**src/logic/video_array_pkg.sv**
```systemverilog
// Overview of operation
// - Index port selects array register for data writes.
// - Status read: inactive, pen latched, switch, retrace.
// - Index zero has no writable bits.
// - Index one holds four-bit palette mask.
// - Index two holds border colour; bit five zero.
// - Index three holds the display mode bits.
// - Indices 10h-1Fh hold sixteen palette entries.
// - Clear port access resets the pen latch.
// - Preset port access sets the pen latch.
// - Extended page bit zero enables extended addressing.
// - Extended page supplies refresh and processor A17/A18.
// - Extended page top bit selects 64K/256K RAM.
// - Page register drives refresh and processor A14-A16.
// - Page register top bits give address mode.
package video_array_pkg;

  // I/O port addresses.
  localparam logic [15:0] INDEX_PORT = 16'h03DA;
  localparam logic [15:0] STATUS_PORT = 16'h03DA;
  localparam logic [15:0] LPEN_CLEAR_PORT = 16'h03DB;
  localparam logic [15:0] LPEN_PRESET_PORT = 16'h03DC;
  localparam logic [15:0] EXT_PAGE_PORT = 16'h03DD;
  localparam logic [15:0] DATA_PORT = 16'h03DE;
  localparam logic [15:0] PAGE_PORT = 16'h03DF;

  // Array register indices.
  localparam int INDEX_W = 5;
  localparam logic [4:0] IDX_NONE = 5'h00;
  localparam logic [4:0] IDX_PAL_MASK = 5'h01;
  localparam logic [4:0] IDX_BORDER = 5'h02;
  localparam logic [4:0] IDX_MODE = 5'h03;
  localparam logic [4:0] IDX_PAL_BASE = 5'h10;
  localparam int PAL_ENTRIES = 16;
  localparam int COLOUR_W = 4;

  // Status read bit positions.
  localparam int ST_INACTIVE_BIT = 0;
  localparam int ST_LPEN_LATCH_BIT = 1;
  localparam int ST_LPEN_SWITCH_BIT = 2;
  localparam int ST_VRETRACE_BIT = 3;

  // Mode control bit positions.
  localparam int MODE_MONO_BIT = 0;
  localparam int MODE_BORDER_EN_BIT = 2;
  localparam int MODE_HIRES4_BIT = 3;
  localparam int MODE_COLOUR16_BIT = 4;
  localparam int MODE_EXTRA_BIT = 5;

  // Reset values.
  localparam logic [4:0] INDEX_RESET = 5'h00;
  localparam logic [3:0] COLOUR_RESET = 4'h0;
  localparam logic [4:0] MODE_RESET = 5'h00;
  localparam logic [7:0] PAGE_RESET = 8'h00;
  localparam logic [7:0] READ_IDLE = 8'h00;

  // Mode control fields.
  typedef struct packed {
    logic extra_mode;
    logic colour16;
    logic hires4;
    logic border_en;
    logic mono_en;
  } mode_control_type;

  // Extended RAM page register layout, bit 7 down to bit 0.
  typedef struct packed {
    logic ram_256k;
    logic cpu_a18;
    logic cpu_a17;
    logic crt_a18;
    logic crt_a17;
    logic [1:0] spare;
    logic ext_addr_en;
  } ext_page_type;

  // Video memory relative page register layout, bit 7 down to bit 0.
  typedef struct packed {
    logic [1:0] addr_mode;
    logic [2:0] cpu_page;
    logic [2:0] crt_page;
  } crt_cpu_page_type;

  // Raw status inputs from the display timing and light pen.
  typedef struct packed {
    logic vretrace;
    logic lpen_switch;
    logic lpen_trigger;
    logic display_inactive;
  } video_status_type;

endpackage

```
**src/logic/array_field_reg.sv**
```systemverilog
module array_field_reg #(
  parameter int WIDTH = 4,
  parameter logic [WIDTH-1:0] RESET_VALUE = '0
) (
  // Clock and reset.
  input wire logic sys_clk,
  input wire logic sys_rst,
  // Write side.
  input wire logic wr_en,
  input wire logic [WIDTH-1:0] wr_data,
  // Stored value.
  output logic [WIDTH-1:0] value_reg
);

  always_ff @(posedge sys_clk)
  begin
    if (sys_rst)
    begin
      value_reg <= RESET_VALUE;
    end
    else if (wr_en)
    begin
      value_reg <= wr_data;
    end
  end

endmodule

```
**src/logic/light_pen_latch.sv**
```systemverilog
module light_pen_latch (
  // Clock and reset.
  input wire logic sys_clk,
  input wire logic sys_rst,
  // Set and clear sources.
  input wire logic trigger,
  input wire logic preset,
  input wire logic clear,
  // Latched state.
  output logic latched_reg
);

  // A set arriving with a clear wins, so no pen event is lost.
  always_ff @(posedge sys_clk)
  begin
    if (sys_rst)
    begin
      latched_reg <= 1'b0;
    end
    else if (trigger || preset)
    begin
      latched_reg <= 1'b1;
    end
    else if (clear)
    begin
      latched_reg <= 1'b0;
    end
  end

endmodule

```
**src/logic/video_array_regs.sv**
```systemverilog
module video_array_regs (
  // Clock and reset.
  input wire logic sys_clk,
  input wire logic sys_rst,
  // Processor I/O bus.
  input wire logic [15:0] io_addr,
  input wire logic io_wr,
  input wire logic io_rd,
  input wire logic [7:0] io_wdata,
  output logic [7:0] io_rdata,
  // Display timing and light pen inputs.
  input wire video_array_pkg::video_status_type status_in,
  // Array register outputs.
  output logic [3:0] palette_mask,
  output logic [3:0] border_colour,
  output video_array_pkg::mode_control_type mode_control,
  output logic [15:0][3:0] palette,
  // Paging outputs.
  output video_array_pkg::ext_page_type ext_page,
  output video_array_pkg::crt_cpu_page_type crt_cpu_page,
  // Light pen latch state.
  output logic lpen_latched
);

  logic [4:0] index_reg;
  logic [7:0] rdata_reg;
  video_array_pkg::ext_page_type ext_page_reg;
  video_array_pkg::crt_cpu_page_type page_reg;
  logic index_wr;
  logic data_wr;
  logic ext_page_wr;
  logic page_wr;
  logic lpen_clear_hit;
  logic lpen_preset_hit;
  logic mask_wr;
  logic border_wr;
  logic mode_wr;
  logic [15:0] pal_wr;
  logic pal_selected;
  logic [4:0] mode_bits;
  logic [4:0] mode_wdata;

  assign io_rdata = rdata_reg;
  assign ext_page = ext_page_reg;
  assign crt_cpu_page = page_reg;
  assign mode_control = video_array_pkg::mode_control_type'(mode_bits);

  // Address decode of the I/O ports.
  always_comb
  begin
    index_wr = io_wr && (io_addr == video_array_pkg::INDEX_PORT);
    data_wr = io_wr && (io_addr == video_array_pkg::DATA_PORT);
    ext_page_wr = io_wr && (io_addr == video_array_pkg::EXT_PAGE_PORT);
    page_wr = io_wr && (io_addr == video_array_pkg::PAGE_PORT);
    lpen_clear_hit = (io_wr || io_rd) && (io_addr == video_array_pkg::LPEN_CLEAR_PORT);
    lpen_preset_hit = (io_wr || io_rd) && (io_addr == video_array_pkg::LPEN_PRESET_PORT);
  end

  // Index register; data port writes leave it untouched.
  always_ff @(posedge sys_clk)
  begin
    if (sys_rst)
    begin
      index_reg <= video_array_pkg::INDEX_RESET;
    end
    else if (index_wr)
    begin
      index_reg <= io_wdata[4:0];
    end
  end

  // Data writes steered by the last index; index zero matches nothing.
  always_comb
  begin
    mask_wr = data_wr && (index_reg == video_array_pkg::IDX_PAL_MASK);
    border_wr = data_wr && (index_reg == video_array_pkg::IDX_BORDER);
    mode_wr = data_wr && (index_reg == video_array_pkg::IDX_MODE);
    pal_selected = (index_reg[4] == video_array_pkg::IDX_PAL_BASE[4]);
    for (int i = 0; i < video_array_pkg::PAL_ENTRIES; i++)
    begin
      pal_wr[i] = data_wr && pal_selected && (index_reg[3:0] == 4'(i));
    end
  end

  // Reserved mode bit 1 is not stored.
  always_comb
  begin
    mode_wdata = {io_wdata[video_array_pkg::MODE_EXTRA_BIT],
                  io_wdata[video_array_pkg::MODE_COLOUR16_BIT],
                  io_wdata[video_array_pkg::MODE_HIRES4_BIT],
                  io_wdata[video_array_pkg::MODE_BORDER_EN_BIT],
                  io_wdata[video_array_pkg::MODE_MONO_BIT]};
  end

  array_field_reg #(
    .WIDTH(4),
    .RESET_VALUE(video_array_pkg::COLOUR_RESET)
  ) mask_field (
    .sys_clk(sys_clk),
    .sys_rst(sys_rst),
    .wr_en(mask_wr),
    .wr_data(io_wdata[3:0]),
    .value_reg(palette_mask)
  );

  array_field_reg #(
    .WIDTH(4),
    .RESET_VALUE(video_array_pkg::COLOUR_RESET)
  ) border_field (
    .sys_clk(sys_clk),
    .sys_rst(sys_rst),
    .wr_en(border_wr),
    .wr_data(io_wdata[3:0]),
    .value_reg(border_colour)
  );

  array_field_reg #(
    .WIDTH(5),
    .RESET_VALUE(video_array_pkg::MODE_RESET)
  ) mode_field (
    .sys_clk(sys_clk),
    .sys_rst(sys_rst),
    .wr_en(mode_wr),
    .wr_data(mode_wdata),
    .value_reg(mode_bits)
  );

  // Palette entries keep bits 0 to 3; the upper nibble is dropped.
  for (genvar g = 0; g < video_array_pkg::PAL_ENTRIES; g++)
  begin : gen_palette
    array_field_reg #(
      .WIDTH(4),
      .RESET_VALUE(video_array_pkg::COLOUR_RESET)
    ) entry_field (
      .sys_clk(sys_clk),
      .sys_rst(sys_rst),
      .wr_en(pal_wr[g]),
      .wr_data(io_wdata[3:0]),
      .value_reg(palette[g])
    );
  end

  // Extended RAM page register.
  always_ff @(posedge sys_clk)
  begin
    if (sys_rst)
    begin
      ext_page_reg <= video_array_pkg::ext_page_type'(video_array_pkg::PAGE_RESET);
    end
    else if (ext_page_wr)
    begin
      ext_page_reg <= video_array_pkg::ext_page_type'(io_wdata);
    end
  end

  // Video memory relative page register.
  always_ff @(posedge sys_clk)
  begin
    if (sys_rst)
    begin
      page_reg <= video_array_pkg::crt_cpu_page_type'(video_array_pkg::PAGE_RESET);
    end
    else if (page_wr)
    begin
      page_reg <= video_array_pkg::crt_cpu_page_type'(io_wdata);
    end
  end

  light_pen_latch pen_latch (
    .sys_clk(sys_clk),
    .sys_rst(sys_rst),
    .trigger(status_in.lpen_trigger),
    .preset(lpen_preset_hit),
    .clear(lpen_clear_hit),
    .latched_reg(lpen_latched)
  );

  // Read data is registered and held until the next read.
  always_ff @(posedge sys_clk)
  begin
    if (sys_rst)
    begin
      rdata_reg <= video_array_pkg::READ_IDLE;
    end
    else if (io_rd)
    begin
      unique case (io_addr)
        video_array_pkg::STATUS_PORT:
        begin
          rdata_reg <= video_array_pkg::READ_IDLE;
          rdata_reg[video_array_pkg::ST_INACTIVE_BIT] <= status_in.display_inactive;
          rdata_reg[video_array_pkg::ST_LPEN_LATCH_BIT] <= lpen_latched;
          rdata_reg[video_array_pkg::ST_LPEN_SWITCH_BIT] <= status_in.lpen_switch;
          rdata_reg[video_array_pkg::ST_VRETRACE_BIT] <= status_in.vretrace;
        end
        video_array_pkg::EXT_PAGE_PORT:
        begin
          rdata_reg <= ext_page_reg;
        end
        video_array_pkg::PAGE_PORT:
        begin
          rdata_reg <= page_reg;
        end
        default:
        begin
          rdata_reg <= video_array_pkg::READ_IDLE;
        end
      endcase
    end
  end
endmodule

```
**config.mk**
```make
export PLATFORM = sky130hd
export DESIGN_NAME = video_array_regs
export DESIGN_NICKNAME = d
export VERILOG_FILES = /design/src/logic/video_array_pkg.sv /design/src/logic/array_field_reg.sv /design/src/logic/light_pen_latch.sv /design/src/logic/video_array_regs.sv
export SDC_FILE = /design/constraint.sdc
export NUM_CORES = 1
export LEC_CHECK = 0
export BUFFER_PORTS_ARGS = -buffer_cell sky130_fd_sc_hd__buf_2
export CORE_MARGIN = 10
export CORE_UTILIZATION = 52
export DETAILED_ROUTE_END_ITERATION = 10
export GPL_TIMING_DRIVEN = 0
export PLACE_DENSITY = 0.85
export SLEW_MARGIN = 10
export SYNTH_ARGS = -nofsm -noshare
export SYNTH_HDL_FRONTEND = slang
export SYNTH_SLANG_ARGS = --single-unit
```
**constraint.sdc**
```tcl
create_clock -name sys_clk -period 2.71 [get_ports sys_clk]
set_input_delay 0.813 -clock sys_clk [delete_from_list [all_inputs] [get_ports sys_clk]]
set_output_delay 0.813 -clock sys_clk [all_outputs]
set_load 0.02 [all_outputs]
```
* After elaboration in Yosys (flattened, before gate mapping) *
Cells that the tools add are included.

operators by class
  equal/unequal tests = 24
  muxes and demuxes = 3
  reduce and logical (&&, ||, !) cells = 30

operators by type and width
  operator                                               count
  equality test 16 x 10 -> 1 bit, second input constant  6
  equality test 4 bit, second input constant             8
  logical AND 1 bit                                      26
  one-hot mux 8 bit (3 select lines)                     1
  equality test 4 x 3 -> 1 bit, second input constant    4
  equality test 5 x 2 -> 1 bit, second input constant    2
  equality test 4 x 2 -> 1 bit, second input constant    2
  equality test 5 x 1 -> 1 bit, second input constant    1
  equality test 4 x 1 -> 1 bit, second input constant    1
  logical NOT 4 bit                                      1
  logical OR 1 bit                                       2
  2-to-1 mux 1 bit                                       2
  nonzero test 2 bit                                     1

storage, ports and cells
  flip-flop bits (word level) = 107
  input bits = 32
  output and inout bits = 102
  word-level logic and storage cells = 89

* Logic depth before layout (Yosys ltp) *
Gate-level depths: netlist of the first run.

  depth in word-level cells = 4
  gate-level depth with buffers = 6
  depth with buffers taken out = 4

* Modules after synthesis *
From an unflattened synthesis of the first run, not the netlist that was laid out.

unflattened totals
  cell total of the unflattened synthesis = 444
  area, all modules = 4330.4 um2

modules (own cells, without submodules)
  module                               instances  cells an instance  area an instance (um2)  sequential area each (um2)
  array_field_reg at border_field ...  18         13                 140.1                   80.1
  video_array_regs                     1          190                1592.8                  580.6
  array_field_reg at mode_field        1          16                 180.2                   100.1
  light_pen_latch                      1          4                  35.0                    20.0

* Worst setup path before layout of the first run *
OpenSTA, ideal clock, no wires.

  path kind = input to register
  from = input io_addr[10]
  to = register gen_palette[8].entry_field.value_reg[2]
  library setup time = 0.132 ns
  arrival time = 2.186 ns
  required time = 2.578 ns
  setup slack = 0.391 ns
  cell stages on the path = 5
  buffers on the path = 1
  cells stage by stage = and4bb_2 nand4_1 or4_1 clkbuf_1 mux2i_1

on the way
  longest elaborated chain between the ends = 4

ends and longest elaborated chain
  item                             line                    RTL
  start: declaration               video_array_regs.sv:6   input wire logic [15:0] io_addr,
  equality test 16 x 10 -> 1 bit   video_array_regs.sv:52  data_wr = io_wr && (io_addr == video_array_pkg::DATA_PORT);
  logical AND 1 bit                video_array_regs.sv:52
  logical AND 1 bit (2 in series)  video_array_regs.sv:81  pal_wr[i] = data_wr && pal_selected && (index_reg[3:0] == 4'(i));
  end signal: assignment           array_field_reg.sv:23   value_reg <= wr_data;
  end: declaration                 array_field_reg.sv:12   output logic [WIDTH-1:0] value_reg

No other way between the ends.
A chain may end at the register's enable or synchronous reset.

* Worst setup path in the final report of the first run *
  from = input io_addr[13]
  to = register gen_palette[7].entry_field.value_reg[2]

on the way
  longest elaborated chain between the ends = 4

ends and longest elaborated chain
  item                             line
  equality test 16 x 10 -> 1 bit   video_array_regs.sv:52
  logical AND 1 bit                video_array_regs.sv:52
  logical AND 1 bit (2 in series)  video_array_regs.sv:81
  end signal: assignment           array_field_reg.sv:23
  end: declaration                 array_field_reg.sv:12

No other way between the ends.

==> run_results.csv, run 1 <==
group,metric,value,unit
place,dp_hpwl,9805,microns
grt,antenna_found_initial,0,
floorplan,die_area,13200,sq um
worst_setup_path,critPathMaxFanout,10,
floorplan,ios,134,
finish,largest_reg_flops,64,
worst_setup_path,worstSetupPathType,"primary input to flip-flop",
timing,fmax,428.0,MHz
synthesis,ys_warn_count,0,
floorplan,start_util,53.67,%
synthesis,netlist_area,4681,sq um
finish,final_cell_mix,"buf_2, dfxtp_1, nand2b_1",
power,powerDensity,466.3,nW/um^2
detailed_routing,viasPerCell,5.424,
place,port-buffer-count,131,
synthesis,avgSynthCellArea,10.13,sq um
synthesis,syn-num-nets,494,
floorplan,core_area,8721,sq um
timing,min_period,2.337,ns
cts,clk_latency,0.37,ns
worst_setup_path,crit_arrival,2.57,ns
grt,first_global_vias,3984,
cts,tritoncts,"built",
job,cap_viol_max_count,0,
cts,clk_pin_slew,0.11,ns
finish,diodes,0,
power,leakage,0.002974,uW
grt,grt_use_total,18.59,%
synthesis,ys.flop_type,"dfxtp_1",
synthesis,ys_seq_area_share,45.76,%
power,vdd.ir_drop.worst,0.2320,mV
synthesis,ys_types,38,
detailed_routing,drt_iter0_drc,307,
grt,grt-ovfl-total,0,
detailed_routing,wire_per_inst,17.80,microns
grt,grt_pass1_wl,20060,microns
finish,design_area,5652,sq um
floorplan,die_h,114.9,microns
cts,post_cts_buffers,0,
synthesis,synthArstFlopShare,0,%
grt,grt_max_degree,20,
timing,setup_violations,0,
timing,fin_hold_ws,0.4652,ns
detailed_routing,ant_nets,0,
finish,drive_gt1_share,27.42,%
worst_setup_path,regToRegSetupSlack,0.89,ns
timing,final_hold_viol_count,0,
place,place.gp.congestion,0.9159,
cts,root_buffer,"clkbuf_8",
finish,final_common_cell,"buf_2",
timing,period_share,86.22,%
cts,cts.path.max_buffers,2,
cts,ctsHoldBuffers,0,
timing,drv_slew,0,
detailed_routing,drt-total-wl,12760,microns
cts,cts_resized,0,
run_status,status,"completed",
detailed_routing,vias,3889,
synthesis,ys_ff_latch,107,
cts,cts.sinks,107,
cts,cts_buffers,9,
min_path,hold_path_class,"flip-flop to flip-flop",
cts,htreeDepth,3,
floorplan,rows,34,
timing,worst_pin_slew,0.7076,ns
timing,finClkSkew,0.01185,ns
finish,fin_nets,636,
worst_setup_path,worstPathRequired,2.94,ns
finish,syn_to_final_growth,20.74,%
timing,relSlewSlack,52.83,%
place,place_area,5472,sq um
timing,rsz0062_at_grt,"no",
detailed_routing,drc,0,
detailed_routing,firstDrtPassIters,5,
synthesis,postSynthCellCount,462,
worst_setup_path,endpoint_kind,"flip-flop",
synthesis,synth-edff-count,0,
worst_setup_path,setup.worst_path.start_class,"primary input",
floorplan,die_x,114.9,microns
## through the flow
stage / TNS (ns) / setup WS [ns] / std cells / power, uW / utilization [%]
3_5_place_dp: -0.2278 / -0.04124 / 701 / 1753 / 62.74
3_3_place_gp: 0 / 0.02850 / 701 / 1750 / 62.74
4_1_cts: 0 / 0.3656 / 717 / 2647 / 64.81
2_1_floorplan: 0 / 0.3915 / 462 / 1693 / -
6_report: 0 / 0.3735 / 717 / 2635 / 64.81
5_1_grt: 0 / 0.2744 / 717 / 2724 / 64.81
## worst max-delay path: stages
cell and delay (ns):
buf_2 0.11, nor4_4 0.52, nand2_2 0.25, or4_1 0.55, clkbuf_2 0.18, mux2i_1 0.14
## Yosys cell counts (2+ instances only)
master	count	share of area [%]
nand2b_1	103	14
and4b_1	2	0.43
nor2_1	7	0.56
o31ai_1	5	0.80
nor4bb_1	4	0.86
nand4_1	14	1.9
mux2i_1	102	22
a21oi_1	4	0.43
o21ai_0	8	0.86
or4_1	8	1.3
a31oi_1	5	0.67
clkbuf_1	34	2.7
dfxtp_1	107	46
or3_1	7	0.94
or3_2	2	0.32
buf_2	3	0.32
nand2_1	9	0.72
and2_1	5	0.67
nand4b_1	2	0.37
clkbuf_2	6	0.64
nand3_1	5	0.53
nor2b_1	4	0.53
## report_power, final
group | total (uW) | switching [uW] | internal (uW)
logic | 145 | 85.6 | 59.6
clock network | 917 | 569 | 348
registers | 1570 | 0.894 | 1570
## layer usage
layer,wire (microns),GRT usage [%]
met5,0,0
met4,172,6.271
met3,1177,5.938
met2,6009,30.48
met1,5402,22.54
## cell families after synthesis
kind of cell           after synthesis  share of synthesized area [%]
AO/OA/AOI/OAI                       22                          2.753
buffers and inverters               45                          4.009
flip-flops                         107                          45.76
multiplexers                       102                          21.81
AND/OR/NAND/NOR                    186                          25.66
## final timing paths
| check | to | depth (start not counted) | startpoint |
|---|---|---|---|
| max | gen_palette[7].entry_field.value_reg[2]$_SDFFE_PP0P_ | 6 | io_addr[13] |
| min | io_rdata[7]$_SDFFE_PP0P_ | 2 | io_rdata[7]$_SDFFE_PP0P_ |
| max reg2reg | gen_palette[8].entry_field.value_reg[0]$_SDFFE_PP0P_ | 4 | index_reg[3]$_SDFFE_PP0P_ |
| min reg2reg | io_rdata[7]$_SDFFE_PP0P_ | 2 | io_rdata[7]$_SDFFE_PP0P_ |
## layout make-up
class | count | area, sq um
Buffer | 44 | 183.9
Clock buffer | 9 | 123.9
Multi-Input combinational cell | 310 | 2351
Timing Repair Buffer | 131 | 655.6
Inverter | 1 | 3.754
Fill cell | 719 | 3069
Sequential cell | 107 | 2142
Clock inverter | 7 | 56.30
Tap cell | 108 | 135.1
Power figures use the tool's default switching activity.
==> inputs of run 2 (changes only) <==
ABC_AREA = 1   (was not set)
PLACE_DENSITY = 0.84   (was 0.85)
==> run 2 against run 1 <==
- clock skew increased by 0.0020 ns
- clock power is 4.4% lower
- via count increased by 23%
- worst hold slack worse by 0.0044 ns
- non-clock buffer count shrank 15
- area after synthesis up 3.6%
- sequential power about the same
- global-route usage up 0.27 points
- register-to-register slack better by 0.25 ns
- first-iteration DRC count increased by 8.5%
- synthesized cell count is 55% higher
- clock-buffer cell count stayed put
==> run_results.csv, run 2 <==
group,metric,value,unit
run_status,status,"completed",
detailed_routing,wire_per_inst,13.30,microns
detailed_routing,drt_iter0_drc,333,
timing,setup_tns,0,ns
cts,htreeDepth,3,
cts,tritoncts,"built",
cts,post_cts_buffers,0,
floorplan,die_area,13580,sq um
synthesis,synth_top_area_share,44.19,%
worst_setup_path,r2r-start,"index_reg[2]$_SDFFE_PP0P_",
synthesis,ys.flop_type,"dfxtp_1",
synthesis,yosys.area.top_type,"dfxtp_1",
worst_setup_path,worstSetupPathType,"primary input to flip-flop",
grt,grt-ovfl-total,0,
power,p_seq_share,61.1,%
cts,clk_latency,0.37,ns
detailed_routing,ant_nets,0,
worst_setup_path,critPathMaxFanout,10,
finish,final_cell_mix,"nand2_1, nor2_1, buf_2",
cts,cts.path.max_buffers,2,
synthesis,ys_types,23,
synthesis,yosys.cell_count.top_type,"nand2_1",
detailed_routing,drc,0,
timing,relSlewSlack,55.35,%
power,p_comb_share,4.9,%
detailed_routing,viasPerCell,4.918,
synthesis,synth_area_leaders,"dfxtp_1, nand2_1, nor2_1",
min_path,min-delay-start,"mode_field.value_reg[4]$_SDFFE_PP0P_",
detailed_routing,vias,4795,
min_path,hold_depth,2,
cts,cts_resized,0,
finish,fin_nets,892,
synthesis,syn-num-nets,749,
worst_setup_path,reg2reg_depth,6,
timing,period_share,72.41,%
power,intPower,1936,uW
job,cap_viol_max_count,0,
grt,antenna_found_initial,0,
finish,diodes,0,
power,power_frac_clock,34.0,%
timing,final_hold_viol_count,0,
grt,grt_pass1_wl,20600,microns
timing,fmax,509.6,MHz
power,swShare,24.88,%
finish,largest_reg_flops,64,
synthesis,netlist_area,4847,sq um
place,dp_hpwl,9664,microns
power,power,2577,uW
synthesis,ys_warn_count,0,
grt,grt_max_degree,18,
floorplan,core_area,9153,sq um
cts,clk_pin_slew,0.10,ns
timing,finClkSkew,0.01382,ns
finish,syn_to_final_growth,19.93,%
worst_setup_path,crit_arrival,2.21,ns
timing,min_period,1.962,ns
cts,cts.sinks,107,
detailed_routing,firstDrtPassIters,5,
cts,cts_buffers,9,
timing,drv_slew,0,
finish,final_common_cell,"nand2_1",
finish,nFillCells,855,
power,vdd.ir_drop.worst,0.3311,mV
finish,design_area,5813,sq um
synthesis,ys_seq_area_share,44.19,%
place,place.gp.congestion,0.8632,
place,place_area,5647,sq um
synthesis,synthArstFlopShare,0,%
worst_setup_path,setup.worst_path.start_class,"primary input",
min_path,hold_path_class,"flip-flop to flip-flop",
synthesis,avgSynthCellArea,6.760,sq um
worst_setup_path,worstPathRequired,2.96,ns
min_path,hold_end,"mode_field.value_reg[4]$_SDFFE_PP0P_",
power,powerDensity,443.3,nW/um^2
floorplan,start_util,52.96,%
timing,rsz0062_at_grt,"no",
power,leakage,0.003080,uW
floorplan,die_h,116.5,microns
worst_setup_path,endpoint_kind,"flip-flop",
synthesis,ys_top_cells_by_count,"nand2_1, nor2_1, dfxtp_1, inv_1",
worst_setup_path,regToRegSetupSlack,1.14,ns
worst_setup_path,rr_endpoint,"mode_field.value_reg[3]$_SDFFE_PP0P_",
floorplan,rows,35,
detailed_routing,drt-total-wl,12970,microns
synthesis,ys_ff_latch,107,
place,port-buffer-count,132,
timing,setup_violations,0,
grt,first_global_vias,4381,
grt,grt_use_total,18.86,%
cts,ctsHoldBuffers,0,
floorplan,ios,134,
power,power.switching,641.2,uW
synthesis,postSynthCellCount,717,
cts,root_buffer,"clkbuf_8",
synthesis,synth-edff-count,0,
floorplan,die_x,116.5,microns
timing,worst_pin_slew,0.6698,ns
finish,drive_gt1_share,21.41,%
run 2: logic make-up (layout without fill, tap and decap cells):
logic type      count (synthesis)  in the layout  share of synthesized area, %
simple gates                  446            446                         41.12
compound gates                 49             49                         5.059
buf+inv                       115            262                         9.628
flops                         107            107                         44.19
run 2: layout make-up:
cell class              instances  area (sq um)  area share, %
multi-input cells             495          2238          38.51
flip-flops and latches        107          2142          36.85
repair buffers                132         660.6          11.36
inverters                      87         326.6          5.618
plain buffers                  28         140.1          2.411
well taps                     111         138.9          2.389
clock buffers                   9         123.9          2.131
clock inverters                 6         42.54         0.7318
run 2: worst max-delay path, cell delays in order:
cell and delay [ns]:
buf_2 0.10, nor2_2 0.13, nand2_2 0.13, nor2_1 0.33, nand3_1 0.34, o21ai_0 0.30
a21oi_1 0.07
run 2: metal layers:
layer	vias up	GRT usage, %	part of all wire, %
li1	2482	-	-
met1	2091	22.94	43
met2	194	30.17	45
met3	28	6.471	10
met5	-	0	0
met4	0	7.084	2.0
run 2: power by group through the flow:
stage	Combinational [uW]	Clock, uW	Sequential (uW)
global placement	124	0	1610
CTS	125	891	1570
global route	140	954	1570
floorplan	62.3	0	1610
detailed placement	125	0	1610
finish	126	877	1570
run 2: per-stage QoR:
| stage | std cells | hold WS (ns) | setup slack (ns) | utilization [%] |
|---|---|---|---|---|
| 2_1_floorplan | 717 | 0.4816 | 0.7857 | - |
| 3_3_place_gp | 960 | 0.4474 | 0.3827 | 61.70 |
| 3_5_place_dp | 960 | 0.4497 | 0.3825 | 61.70 |
| 4_1_cts | 975 | 0.4651 | 0.7639 | 63.51 |
| 5_1_grt | 975 | 0.4826 | 0.5266 | 63.51 |
| 6_report | 975 | 0.4607 | 0.7477 | 63.51 |
run 2: worst max path at each step:
stage                start                                                   end  slack [ns]
5_1_grt         io_addr[1]                             index_reg[4]$_SDFFE_PP0P_        0.53
4_1_cts         io_addr[5]                             index_reg[2]$_SDFFE_PP0P_        0.76
3_5_place_dp    io_addr[5]                             index_reg[2]$_SDFFE_PP0P_        0.38
2_1_floorplan  io_addr[11]  gen_palette[0].entry_field.value_reg[0]$_SDFFE_PP0P_        0.79
6_report        io_addr[5]                             index_reg[2]$_SDFFE_PP0P_        0.75
3_3_place_gp    io_addr[5]                             index_reg[2]$_SDFFE_PP0P_        0.38
